`config.mk`:
```
export PLATFORM = sky130hd
export DESIGN_NAME = hwi_irq_power
export DESIGN_NICKNAME = d
export VERILOG_FILES = /design/src/hwi_pkg.sv /design/src/hwi_irq_power.sv /design/src/hwi_diode_path.sv
export SDC_FILE = /design/constraint.sdc
export NUM_CORES = 1
export LEC_CHECK = 0
export ABC_AREA = 1
export BUFFER_PORTS_ARGS = -buffer_cell sky130_fd_sc_hd__clkbuf_2
export CAP_MARGIN = 5
export CORE_ASPECT_RATIO = 0.5
export CORE_UTILIZATION = 50
export DETAILED_ROUTE_END_ITERATION = 6
export PLACE_DENSITY = 0.72
export SYNTH_ARGS = -nofsm -noshare
export SYNTH_HDL_FRONTEND = slang
export SYNTH_SLANG_ARGS = --single-unit
```
`constraint.sdc`:
```
create_clock -name clock -period 5.3 [get_ports clock]
set_clock_uncertainty 0.05 [all_clocks]
set_input_delay 0.53 -clock clock [delete_from_list [all_inputs] [get_ports clock]]
set_output_delay 0.53 -clock clock [all_outputs]
set_load 0.02 [all_outputs]
```
`src/hwi_pkg.sv`:
```
// package: register map, field positions and carriers for the hardware-monitor interrupt and power block
package hwi_pkg;
  localparam int unsigned ADDR_W = 8;
  localparam int unsigned DATA_W = 8;
  localparam logic [7:0] ADDR_RUN_LOCK = 8'h40;
  localparam logic [7:0] ADDR_FLAGS_ONE = 8'h41;
  localparam logic [7:0] ADDR_FLAGS_TWO = 8'h42;
  localparam logic [7:0] ADDR_SPECIAL_FN = 8'h7C;
  localparam logic [7:0] ADDR_VOLT_EN = 8'h7E;
  localparam logic [7:0] ADDR_PIN_CONFIG = 8'h7F;
  localparam logic [7:0] ADDR_FAN_EN = 8'h80;
  localparam logic [7:0] ADDR_TEMP_EN = 8'h82;
  // run_lock_control fields
  localparam int unsigned RL_START_BIT = 0;
  localparam int unsigned RL_LOCK_BIT = 1;
  localparam int unsigned RL_READY_BIT = 2;
  // special_function_control fields
  localparam int unsigned SF_LOW_POWER_SELECT_BIT = 0;
  localparam int unsigned SF_IRQ_EN_BIT = 2;
  localparam logic [7:0] SF_SHUTDOWN_MASK = 8'h07;
  // pin_config fields
  localparam int unsigned PC_SPEED3_BIT = 0;
  localparam int unsigned PC_FAN2_BIT = 1;
  // group enables sit at bit zero; individual enables above it
  localparam int unsigned GRP_EN_BIT = 0;
  // flags_one layout: [7:5] temperature errors, [4:0] voltage errors
  localparam int unsigned F1_REMOTE1_BIT = 5;
  localparam int unsigned F1_AMBIENT_BIT = 6;
  localparam int unsigned F1_REMOTE2_BIT = 7;
  localparam logic [7:0] F1_TEMP_MASK = 8'hE0;
  localparam logic [7:0] F1_VOLT_MASK = 8'h1F;
  // flags_two layout: [3:0] fan errors, [5:4] diode faults, [7:6] voltage errors
  localparam logic [7:0] F2_FAN_MASK = 8'h0F;
  localparam logic [7:0] F2_FAULT_MASK = 8'h30;
  localparam logic [7:0] F2_VOLT_MASK = 8'hC0;
  localparam int unsigned F2_FAULT1_BIT = 4;
  localparam int unsigned F2_FAULT2_BIT = 5;
  // temp enable layout: bit0 group, bit1 remote one, bit2 ambient, bit3 remote two
  localparam int unsigned TE_REMOTE1_BIT = 1;
  localparam int unsigned TE_AMBIENT_BIT = 2;
  localparam int unsigned TE_REMOTE2_BIT = 3;
  localparam logic [7:0] FLAGS_RESET = 8'h00;
  localparam logic [7:0] SF_RESET = 8'h40;
  localparam logic [7:0] EN_RESET = 8'hFF;
  localparam logic [7:0] ZERO_BYTE = 8'h00;
  localparam logic [7:0] SENSOR_ERROR = 8'h80;
  localparam logic [7:0] DISABLED_READING = 8'h00;
  localparam logic [7:0] FULL_DUTY = 8'hFF;
  localparam int unsigned NUM_DIODES = 2;
  localparam int unsigned NUM_FANS = 3;

  typedef enum logic [1:0] {
    HWI_SLEEP = 2'b00,
    HWI_SHUTDOWN = 2'b01,
    HWI_MONITOR = 2'b10
  } hwi_mode_t;

  // serial register port, one access per strobe
  typedef struct packed {
    logic wr;
    logic rd;
    logic [ADDR_W-1:0] addr;
    logic [DATA_W-1:0] wdata;
  } hwi_reg_req_t;

  // per-diode pin fault condition from the analog front end
  typedef struct packed {
    logic open_circuit;
    logic pos_to_supply;
    logic pos_to_ground;
    logic neg_to_supply;
    logic neg_to_ground;
  } hwi_fault_t;

  // one sequencer event: live error sources sampled at conversion end
  typedef struct packed {
    logic strobe;
    logic [7:0] flags_one_src;
    logic [7:0] flags_two_src;
  } hwi_event_t;
endpackage : hwi_pkg

```
`src/hwi_irq_power.sv`:
```
// interrupt status, enable gating, interrupt pin routing and low-power mode control
`timescale 1ns/1ps
//
// Contract
// - events set sticky flags until register read
// - read clears only flags whose source ended
// - flag registers read-only, zero after reset
// - cleared individual enable blocks flag setting
// - open or shorted diode pins set fault
// - enabled fault loads sensor-error code, except
// - faults reach interrupt only through error reading
// - sensor-error reading forces zone fans full
// - disabled diode: no fault, reading zero when its pins show a fault
// - config bits route interrupt to pins
// - global enable gates the interrupt
// - group enables gate temp, voltage, fan
// - temperature error drives interrupt low
// - voltage or fan error drives interrupt
// - interrupt held while any non-fault flag set
// - alert response call deasserts interrupt
// - interrupt only active while monitoring
// - start and mode bits pick power mode
// - lock freezes start and mode bits
// - sleep keeps oscillator, stops conversion, full access
// - shutdown stops all, reads zero, writes reach only special-function bits 2:0 and the whole pin config
module hwi_irq_power
  import hwi_pkg::*;
(
  input wire logic clock,
  input wire logic rst,
  input wire hwi_pkg::hwi_reg_req_t reg_req,
  output logic [7:0] reg_rdata,
  input wire hwi_pkg::hwi_event_t conv_event,
  input wire logic alert_response,
  input wire hwi_pkg::hwi_fault_t remote_one_fault_pins,
  input wire hwi_pkg::hwi_fault_t remote_two_fault_pins,
  input wire logic [7:0] remote_one_measured,
  input wire logic [7:0] remote_two_measured,
  input wire logic [7:0] fan_duty_auto,
  output logic irq_n,
  output logic fan_drive_pin_two_irq_n,
  output logic fan_drive_pin_two_irq_sel,
  output logic speed_sense_pin_three_irq_n,
  output logic speed_sense_pin_three_irq_sel,
  output logic [7:0] remote_one_reading,
  output logic [7:0] remote_two_reading,
  output logic [NUM_FANS-1:0] fan_full_duty,
  output logic oscillator_run,
  output logic converter_run
);
  import hwi_pkg::*;

  // ------------------------------------------------------------
  // state
  // ------------------------------------------------------------
  typedef struct packed {
    logic start;
    logic lock;
    logic [7:0] special_fn;
    logic [7:0] volt_en;
    logic [7:0] pin_config;
    logic [7:0] fan_en;
    logic [7:0] temp_en;
    logic [7:0] flags_one;
    logic [7:0] flags_two;
    logic irq_n;
    logic alert_mask;
    logic [7:0] rdata;
    logic [NUM_FANS-1:0] full_duty;
    logic osc_run;
    logic conv_run;
  } hwi_state_t;

  localparam hwi_state_t STATE_RESET = '{
    start: 1'b0, lock: 1'b0, special_fn: SF_RESET, volt_en: EN_RESET,
    pin_config: ZERO_BYTE, fan_en: EN_RESET, temp_en: EN_RESET,
    flags_one: FLAGS_RESET, flags_two: FLAGS_RESET, irq_n: 1'b1,
    alert_mask: 1'b0, rdata: ZERO_BYTE, full_duty: '1,
    osc_run: 1'b1, conv_run: 1'b0};

  hwi_state_t s_q, s_d;
  hwi_mode_t mode;
  logic diode_update;
  logic [NUM_DIODES-1:0] fault_flag;
  logic [NUM_DIODES-1:0] diode_force;
  logic [NUM_DIODES-1:0] error_load;
  logic [NUM_DIODES-1:0] diode_enable;
  logic [7:0] diode_reading [NUM_DIODES];
  hwi_fault_t fault_pins [NUM_DIODES];
  logic [7:0] measured [NUM_DIODES];

  // ------------------------------------------------------------
  // remote diode paths
  // ------------------------------------------------------------
  assign diode_update = conv_event.strobe & s_q.conv_run;
  assign diode_enable[0] = s_q.temp_en[TE_REMOTE1_BIT];
  assign diode_enable[1] = s_q.temp_en[TE_REMOTE2_BIT];
  assign fault_pins[0] = remote_one_fault_pins;
  assign fault_pins[1] = remote_two_fault_pins;
  assign measured[0] = remote_one_measured;
  assign measured[1] = remote_two_measured;

  generate
    for (genvar g = 0; g < NUM_DIODES; g++) begin : g_diode
      hwi_diode_path u_diode (
        .clock(clock),
        .rst(rst),
        .update(diode_update),
        .diode_enable(diode_enable[g]),
        .fault_pins(fault_pins[g]),
        .measured(measured[g]),
        .fault_flag(fault_flag[g]),
        .reading(diode_reading[g]),
        .force_full(diode_force[g])
      );
      // the error code loaded on this strobe must count in the same conversion, not one later
      assign error_load[g] = fault_flag[g] & ~fault_pins[g].neg_to_ground;
    end
  endgenerate

  // ------------------------------------------------------------
  // next state
  // ------------------------------------------------------------
  always_comb begin
    logic [7:0] src1;
    logic [7:0] src2;
    logic [7:0] en1;
    logic [7:0] en2;
    logic temp_hit;
    logic volt_hit;
    logic fan_hit;
    logic shutdown;
    logic irq_active;
    src1 = ZERO_BYTE;
    src2 = ZERO_BYTE;
    en1 = ZERO_BYTE;
    en2 = ZERO_BYTE;
    temp_hit = 1'b0;
    volt_hit = 1'b0;
    fan_hit = 1'b0;
    shutdown = 1'b0;
    irq_active = 1'b0;
    s_d = s_q;

    unique case ({s_q.start, s_q.special_fn[SF_LOW_POWER_SELECT_BIT]})
      2'b00: mode = HWI_SLEEP;
      2'b01: mode = HWI_SHUTDOWN;
      default: mode = HWI_MONITOR;
    endcase
    shutdown = (mode == HWI_SHUTDOWN);

    // live sources: sequencer sources plus diode error readings and faults
    src1 = conv_event.flags_one_src;
    src1[F1_REMOTE1_BIT] = src1[F1_REMOTE1_BIT] | diode_force[0] | error_load[0];
    src1[F1_REMOTE2_BIT] = src1[F1_REMOTE2_BIT] | diode_force[1] | error_load[1];
    src2 = conv_event.flags_two_src & ~F2_FAULT_MASK;
    src2[F2_FAULT1_BIT] = fault_flag[0];
    src2[F2_FAULT2_BIT] = fault_flag[1];

    // individual enables; temp enables are spread over the flag bits
    en1 = {s_q.temp_en[TE_REMOTE2_BIT], s_q.temp_en[TE_AMBIENT_BIT], s_q.temp_en[TE_REMOTE1_BIT],
           s_q.volt_en[5:1]};
    en2 = {s_q.volt_en[7:6], F2_FAULT_MASK[5:4], s_q.fan_en[4:1]};

    // read: clear only flags whose source has gone away
    if (reg_req.rd && !shutdown) begin
      if (reg_req.addr == ADDR_FLAGS_ONE) begin
        s_d.flags_one = s_q.flags_one & src1;
      end
      if (reg_req.addr == ADDR_FLAGS_TWO) begin
        s_d.flags_two = s_q.flags_two & src2;
      end
    end
    // set wins over a same-cycle clear
    if (conv_event.strobe && s_q.conv_run) begin
      s_d.flags_one = s_d.flags_one | (src1 & en1);
      s_d.flags_two = s_d.flags_two | (src2 & en2);
    end

    // register writes; flag registers ignore writes
    if (reg_req.wr) begin
      unique case (reg_req.addr)
        ADDR_RUN_LOCK: begin
          if (!shutdown) begin
            if (!s_q.lock) begin
              s_d.start = reg_req.wdata[RL_START_BIT];
            end
            // lock is sticky until power-on reset
            s_d.lock = s_q.lock | reg_req.wdata[RL_LOCK_BIT];
          end
        end
        ADDR_SPECIAL_FN: begin
          if (shutdown) begin
            s_d.special_fn = (s_q.special_fn & ~SF_SHUTDOWN_MASK) | (reg_req.wdata & SF_SHUTDOWN_MASK);
          end else begin
            s_d.special_fn = reg_req.wdata;
          end
          if (s_q.lock) begin
            s_d.special_fn[SF_LOW_POWER_SELECT_BIT] = s_q.special_fn[SF_LOW_POWER_SELECT_BIT];
          end
          // re-enabling the global enable lets the pin reassert
          if (reg_req.wdata[SF_IRQ_EN_BIT]) begin
            s_d.alert_mask = 1'b0;
          end
        end
        ADDR_PIN_CONFIG: s_d.pin_config = reg_req.wdata;
        ADDR_VOLT_EN: if (!shutdown) s_d.volt_en = reg_req.wdata;
        ADDR_FAN_EN: if (!shutdown) s_d.fan_en = reg_req.wdata;
        ADDR_TEMP_EN: if (!shutdown) s_d.temp_en = reg_req.wdata;
        default: ;
      endcase
    end

    // read data; in shutdown everything reads zero
    s_d.rdata = ZERO_BYTE;
    if (reg_req.rd && !shutdown) begin
      unique case (reg_req.addr)
        ADDR_RUN_LOCK: begin
          s_d.rdata[RL_START_BIT] = s_q.start;
          s_d.rdata[RL_LOCK_BIT] = s_q.lock;
          s_d.rdata[RL_READY_BIT] = s_q.conv_run;
        end
        ADDR_FLAGS_ONE: s_d.rdata = s_q.flags_one;
        ADDR_FLAGS_TWO: s_d.rdata = s_q.flags_two;
        ADDR_SPECIAL_FN: s_d.rdata = s_q.special_fn;
        ADDR_VOLT_EN: s_d.rdata = s_q.volt_en;
        ADDR_PIN_CONFIG: s_d.rdata = s_q.pin_config;
        ADDR_FAN_EN: s_d.rdata = s_q.fan_en;
        ADDR_TEMP_EN: s_d.rdata = s_q.temp_en;
        default: s_d.rdata = ZERO_BYTE;
      endcase
    end

    // interrupt: groups, then global, then operating mode
    temp_hit = s_q.temp_en[GRP_EN_BIT] & |(s_q.flags_one & F1_TEMP_MASK);
    volt_hit = s_q.volt_en[GRP_EN_BIT] &
               (|(s_q.flags_one & F1_VOLT_MASK) | |(s_q.flags_two & F2_VOLT_MASK));
    fan_hit = s_q.fan_en[GRP_EN_BIT] & |(s_q.flags_two & F2_FAN_MASK);
    // fault bits are left out of the sum on purpose
    irq_active = (temp_hit | volt_hit | fan_hit)
                 & s_q.special_fn[SF_IRQ_EN_BIT]
                 & (mode == HWI_MONITOR)
                 & ~s_q.alert_mask;
    if (alert_response && !s_q.irq_n) begin
      s_d.alert_mask = 1'b1;
      irq_active = 1'b0;
    end
    s_d.irq_n = ~irq_active;

    // power and fans
    s_d.osc_run = !shutdown;
    s_d.conv_run = (mode == HWI_MONITOR);
    for (int f = 0; f < NUM_FANS; f++) begin
      s_d.full_duty[f] = (mode != HWI_MONITOR) | (fan_duty_auto == FULL_DUTY);
    end
    // zone map: fan 0 follows remote one, fan 2 follows remote two
    s_d.full_duty[0] = s_d.full_duty[0] | diode_force[0];
    s_d.full_duty[NUM_FANS-1] = s_d.full_duty[NUM_FANS-1] | diode_force[1];
  end

  // ------------------------------------------------------------
  // registers
  // ------------------------------------------------------------
  always_ff @(posedge clock or posedge rst) begin
    if (rst) begin
      s_q <= STATE_RESET;
    end else begin
      s_q <= s_d;
    end
  end

  // ------------------------------------------------------------
  // outputs
  // ------------------------------------------------------------
  assign reg_rdata = s_q.rdata;
  assign irq_n = s_q.irq_n;
  assign fan_drive_pin_two_irq_sel = s_q.pin_config[PC_FAN2_BIT];
  assign speed_sense_pin_three_irq_sel = s_q.pin_config[PC_SPEED3_BIT];
  assign fan_drive_pin_two_irq_n = s_q.irq_n;
  assign speed_sense_pin_three_irq_n = s_q.irq_n;
  assign remote_one_reading = diode_reading[0];
  assign remote_two_reading = diode_reading[1];
  assign fan_full_duty = s_q.full_duty;
  assign oscillator_run = s_q.osc_run;
  assign converter_run = s_q.conv_run;
endmodule : hwi_irq_power

```
`src/hwi_diode_path.sv`:
```
// one remote diode: fault decode, reading substitution and zone full-duty request
`timescale 1ns/1ps
module hwi_diode_path
  import hwi_pkg::*;
(
  input wire logic clock,
  input wire logic rst,
  input wire logic update,
  input wire logic diode_enable,
  input wire hwi_pkg::hwi_fault_t fault_pins,
  input wire logic [7:0] measured,
  output logic fault_flag,
  output logic [7:0] reading,
  output logic force_full
);
  typedef struct packed {
    logic [7:0] reading;
  } hwi_dstate_t;

  hwi_dstate_t s_q, s_d;
  logic any_fault;

  always_comb begin
    any_fault = |fault_pins;
    s_d = s_q;
    if (update) begin
      if (!diode_enable && any_fault) begin
        s_d.reading = DISABLED_READING;
      end else if (diode_enable && any_fault && !fault_pins.neg_to_ground) begin
        s_d.reading = SENSOR_ERROR;
      end else begin
        s_d.reading = measured;
      end
    end
  end

  always_ff @(posedge clock or posedge rst) begin
    if (rst) begin
      s_q <= '{reading: ZERO_BYTE};
    end else begin
      s_q <= s_d;
    end
  end

  assign fault_flag = diode_enable & any_fault;
  assign reading = s_q.reading;
  assign force_full = (s_q.reading == SENSOR_ERROR);
endmodule : hwi_diode_path

```
=== Word-level counts from Yosys, hierarchy flattened ===
Cells that the tools add are included.

* Bits in registers: 89
* Input port bits: 72
* Output and inout bits: 34
* Word-level logic and storage cells: 120

* Eq/ne operators: 15
* Multiplexer cells: 18
* Bitwise logic cells: 35
* Reduce and logical (&&, ||, !) cells: 34

{| class="wikitable"
|+ Operators by type and width
! cell !! number
|-
| 8-bit 2-to-1 mux || 8
|-
| 8-bit by 7-bit == test with 1-bit output (second input constant) || 6
|-
| 8-bit == test (second input constant) || 5
|-
| 5-bit case mux with 7 select lines || 1
|-
| 8-bit AND || 4
|-
| 16-bit 2-to-1 mux || 2
|-
| 3-bit case mux with 8 select lines || 1
|-
| 3-bit AND reduction || 6
|-
| 8-bit bitwise OR || 2
|-
| 5-bit OR reduction || 3
|-
| 1-bit AND || 11
|-
| 1-bit bitwise OR || 11
|-
| 1-bit logical AND || 9
|-
| 8-bit by 3-bit bitwise OR with 8-bit output || 1
|-
| 1-bit logical NOT || 6
|-
| 1-bit inverter || 6
|-
| 2-bit nonzero test || 3
|-
| 1-bit 2-to-1 mux || 5
|-
| 2-bit by 1-bit == test with 1-bit output (second input constant) || 2
|-
| 2-bit case mux with 2 select lines || 1
|-
| 2-bit AND reduction || 2
|-
| 4-bit AND reduction || 1
|-
| 4-bit OR reduction || 1
|-
| 3-bit OR reduction || 1
|-
| other kinds (4) || 4
|}

=== Longest topological paths before layout ===
* Depth in word-level cells: 10
* Gate-level depth with buffers: 9

=== Cells and area by module ===
A second synthesis with hierarchy kept.

* Cells, all modules: 566
* Area, all modules: 4770.8 um^2

{| class="wikitable"
|+ Modules (own cells, without submodules)
! module !! instances !! cells an instance !! area each (um^2)
|-
| hwi_irq_power || 1 || 450 || 3822.4
|-
| hwi_diode_path || 2 || 58 || 474.2
|}

=== Worst setup path after synthesis ===
OpenSTA, ideal clock, no wires.

* Path type: input to register
* Start point: in reg_req[15] (netlist name)
* End point: reg s_q (netlist bit speed_sense_pin_three_irq_sel)
* Library setup time: 119 ps
* Arrival: 1293 ps
* Required time: 5131 ps
* Slack: 3839 ps
* Stages on the path: 8
* Buffers on the path: 1
* Cell sequence: inv_1 > nand2_2 > nor2_8 > nand2_4 > nor2_8 > buf_8 > nand2_1 > o21a_1

* Longest elaborated chain between the ends: 2

{| class="wikitable"
|+ RTL lines
! item !! RTL line !! RTL
|-
| from (decl) || hwi_irq_power.sv:31 || <nowiki>input wire hwi_pkg::hwi_reg_req_t reg_req,</nowiki>
|-
| 8-bit by 7-bit == test with 1-bit output || hwi_irq_power.sv:182 || <nowiki>unique case (reg_req.addr)</nowiki>
|-
| 2-bit AND reduction (no line) || n/a ||
|-
| to (signal assigned) || hwi_irq_power.sv:266 || <nowiki>s_q <= STATE_RESET;</nowiki>
|-
| to (signal assigned) || hwi_irq_power.sv:268 || <nowiki>s_q <= s_d;</nowiki>
|-
| to (decl) || hwi_irq_power.sv:81 || <nowiki>hwi_state_t s_q, s_d;</nowiki>
|}

Every way passes these cells.
A chain may end at the register's enable or synchronous reset.

=== Final worst setup path ===
* Start point: reg s_q (netlist bit converter_run)
* End point: reg g_diode[1].u_diode.s_q (netlist bit g_diode[1].u_diode.reading[3])

* Longest elaborated chain between the ends: 1

{| class="wikitable"
|+ RTL lines
! item !! RTL line !! RTL
|-
| 1-bit AND || hwi_irq_power.sv:95 || <nowiki>assign diode_update = conv_event.strobe & s_q.conv_run;</nowiki>
|-
| to (signal assigned) || hwi_diode_path.sv:39 || <nowiki>s_q <= '{reading: ZERO_BYTE};</nowiki>
|-
| to (decl) || hwi_diode_path.sv:20 || <nowiki>hwi_dstate_t s_q, s_d;</nowiki>
|}

Every way passes these cells.

==> results.py <==
metrics = {
    "place": {
        "dp.cells": 742,
        "gp_congestion": 0.875,
        "place_area_um2": 5030,
        "portBuffers": 103,
        "place_ws_ns": 2.91,
        "place_hpwl_um": 8010,
    },
    "critical_path": {
        "rrSetupSlack_ns": 3.19,
        "cp_data_arrival_time_ns": 2.32,
        "setup.worst_path.start_class": "flop",
        "cp_num_cells": 6,
        "crit_end": "g_diode[1].u_diode.reading[3]",
        "cp_slowest_cell": "inv_1",
        "crit_buf_inv": 1,
        "path_common_cell": "nand2_1",
        "slowest_delay_ns": 0.67,
        "path_delay_family": "simple AND/OR/NAND/NOR gates",
        "r2r-start": "converter_run",
        "end_kind": "flop",
        "crit_chain": "nand2_1, inv_1, nand2_1, nor2_1, nand2_1, o21ai_0",
        "crit_path_max_fanout": 30,
        "r2r_end": "g_diode[1].u_diode.reading[3]",
        "rr_worst_depth": 6,
        "crit_type": "reg -> reg",
        "worstSetupStartpoint": "converter_run",
        "crit_required_ns": 5.51,
    },
    "floorplanning": {
        "rows": 24,
        "core-area_um2": 8800,
        "die_width_um": 137,
        "dieArea_um2": 9590,
        "die_h_um": 69.7,
        "initial_core_util": 0.522,
        "ios": 106,
    },
    "min_path": {
        "min_path_type": "in -> async",
    },
    "global_routing": {
        "grt_pass1_vias": 3671,
        "grt_first_pass_wirelength_um": 18500,
        "grt_max_degree": 48,
        "grt.total_usage": 0.255,
        "antenna_found_initial": 0,
        "grt_overflow": 0,
    },
    "drt": {
        "viasPerCell": 5.15,
        "drc": 0,
        "drtPass1Iterations": 5,
        "drt_iter0_markers": 321,
        "wire_per_inst_um": 14.8,
        "dr_total_vias": 3901,
        "antenna_left": 0,
        "wl_um": 11200,
    },
    "timing": {
        "hold_viol_final": 0,
        "tightest_slew_ns": 0.882,
        "hold_slack_ns": 0.214,
        "max_freq_mhz": 474,
        "rsz0062_at_grt": "false",
        "slew_headroom": 0.411,
        "final-max-slew-violation-count": 0,
        "finalSetupViolCount": 0,
        "period_share": 0.398,
        "fin_ws_ns": 3.19,
        "fin_crit_ns": 2.11,
        "finalSetupTns_ns": 0,
    },
    "clock_network": {
        "cts_sinks": 89,
        "clk-insertion-delay-late_ns": 0.35,
        "h-tree-depth": 3,
        "cts.clk_slew.worst_paths_ns": 0.06,
        "cts_resized": 0,
        "cts_tree": "yes",
        "clock_path_buffers": 2,
        "cts_inserted_buffers": 9,
        "cts-root-buf": "clkbuf_16",
        "postCtsHoldBufs": 0,
        "cts_setup_buffers": 0,
    },
    "power_and_ir_drop": {
        "power_density_nw_per_um2": 278,
        "ir_drop_v": 0.000229,
        "p_total_mw": 1.47,
        "p_leak_nw": 2.69,
    },
    "logic_synthesis": {
        "synth.top_cells.by_count": "138 x nand2_1, 63 x nand3_1, 59 x dfrtp_1, 54 x inv_1, 39 x nor2_1",
        "synth_edf_count": 0,
        "synthTopCellsByArea": "dfrtp_1 32%, dfstp_2 17%, nand2_1 11%",
        "synth_area_leader_cell": "dfrtp_1",
        "yosysTopAreaCellShare": 0.322,
        "ys_ff_latch": 89,
        "ys_warn_count": 0,
        "syn_area_per_cell_um2": 8.34,
        "synthCells": 550,
        "synth_cell_types": 33,
        "ys.flop_type": "dfrtp_1",
        "syn_nets": 622,
        "synth-seq-area-share": 0.493,
        "yosysMostFrequentCell": "nand2_1",
        "synthArstFlopShare": 1.00,
        "netlist_area_um2": 4590,
    },
    "job": {
        "max_cap_viol_count": 0,
    },
    "final_layout": {
        "layout.cells.non_filler": 758,
        "drive_gt1_frac": 0.290,
        "nNetsFinal": 708,
        "fin_util": 0.602,
        "design_area_um2": 5290,
        "antenna_cells_inserted": 0,
        "area_growth_pct": 15.3,
    },
    "status": {
        "status": "finished, final reports clean",
    },
}
-- how the worst min path moves through the flow --
stage	from	endpoint	slack, ns	cells after the start
floorplan	s_q[63]	oscillator_run	0.39	1
global placement	s_q[72]	converter_run	0.36	0
detailed placement	s_q[72]	converter_run	0.36	0
CTS	rst	g_diode[1].u_diode.reading[1]	0.25	2
global route	rst	s_q[30]	0.30	2
finish	rst	s_q[30]	0.21	2
-- registers in the layout, indices dropped and copies added, names as in the netlist --
| register | cells |
|---|---|
| fan_drive_pin_two_irq_sel | 1 |
| oscillator_run | 1 |
| diode_enable | 2 |
| converter_run | 1 |
| g_diode.u_diode.reading | 16 |
| s_q | 55 |
| fan_full_duty | 3 |
| fan_drive_pin_two_irq_n | 1 |
| speed_sense_pin_three_irq_sel | 1 |
| reg_rdata | 8 |
-- final cells by class --
| cell class | count | area (um^2) |
|---|---|---|
| clock buffers | 12 | 236 |
| well taps | 117 | 146 |
| fillers | 828 | 3500 |
| flip-flops and latches | 89 | 2260 |
| inverters | 60 | 226 |
| multi-input cells | 372 | 1870 |
| clock inverters | 4 | 22.5 |
| repair buffers | 104 | 523 |
-- report_power, final --
group | internal, mW | switching, mW
registers | 0.720 | 0.0231
clock network | 0.316 | 0.265
logic | 0.0536 | 0.0946
total | 1.09 | 0.383
-- kinds of logic (layout without fill, tap and decap cells) --
family / count (synthesis) / count (layout) / share of synthesized area
AND/OR/NAND/NOR: 282 / 282 / 0.300
AO/OA/AOI/OAI: 90 / 90 / 0.109
flip-flops: 89 / 89 / 0.493
buffers and inverters: 89 / 180 / 0.0981
-- cells in the final DEF, fill, tap and decap left out, types with 2 or more instances in the layout --
| cell type | Yosys | routed |
|---|---|---|
| nand2_2 | 9 | 9 |
| dfrtp_1 | 59 | 59 |
| dfstp_2 | 30 | 30 |
| a21oi_1 | 13 | 13 |
| nand3b_1 | 4 | 4 |
| nand2_1 | 138 | 138 |
| nor2_2 | 4 | 4 |
| o21ai_0 | 33 | 33 |
| nor3_1 | 2 | 2 |
| clkbuf_2 | 0 | 103 |
| nor2_1 | 39 | 39 |
| nor2_8 | 5 | 5 |
| nand3_4 | 2 | 2 |
| nand4_1 | 5 | 5 |
| o21a_1 | 8 | 8 |
| o21ai_2 | 5 | 5 |
| clkinv_2 | 0 | 4 |
| clkbuf_16 | 0 | 9 |
| nand3_1 | 63 | 63 |
| nand2_4 | 3 | 3 |
| o21bai_1 | 3 | 3 |
| and2_1 | 2 | 2 |
| inv_1 | 54 | 53 |
| nor2_4 | 3 | 3 |
| o21ai_1 | 27 | 27 |
| inv_2 | 5 | 5 |
| clkbuf_1 | 3 | 3 |
-- routing by layer --
layer	routed length, um	vias up	part of all wire	global-route usage
met5	0	-	0	0
met4	99	0	0.0088	0.0708
met3	939	11	0.084	0.0577
met2	4630	141	0.41	0.370
met1	5520	1809	0.49	0.380
li1	-	1940	-	-
Power figures use the tool's default switching activity.
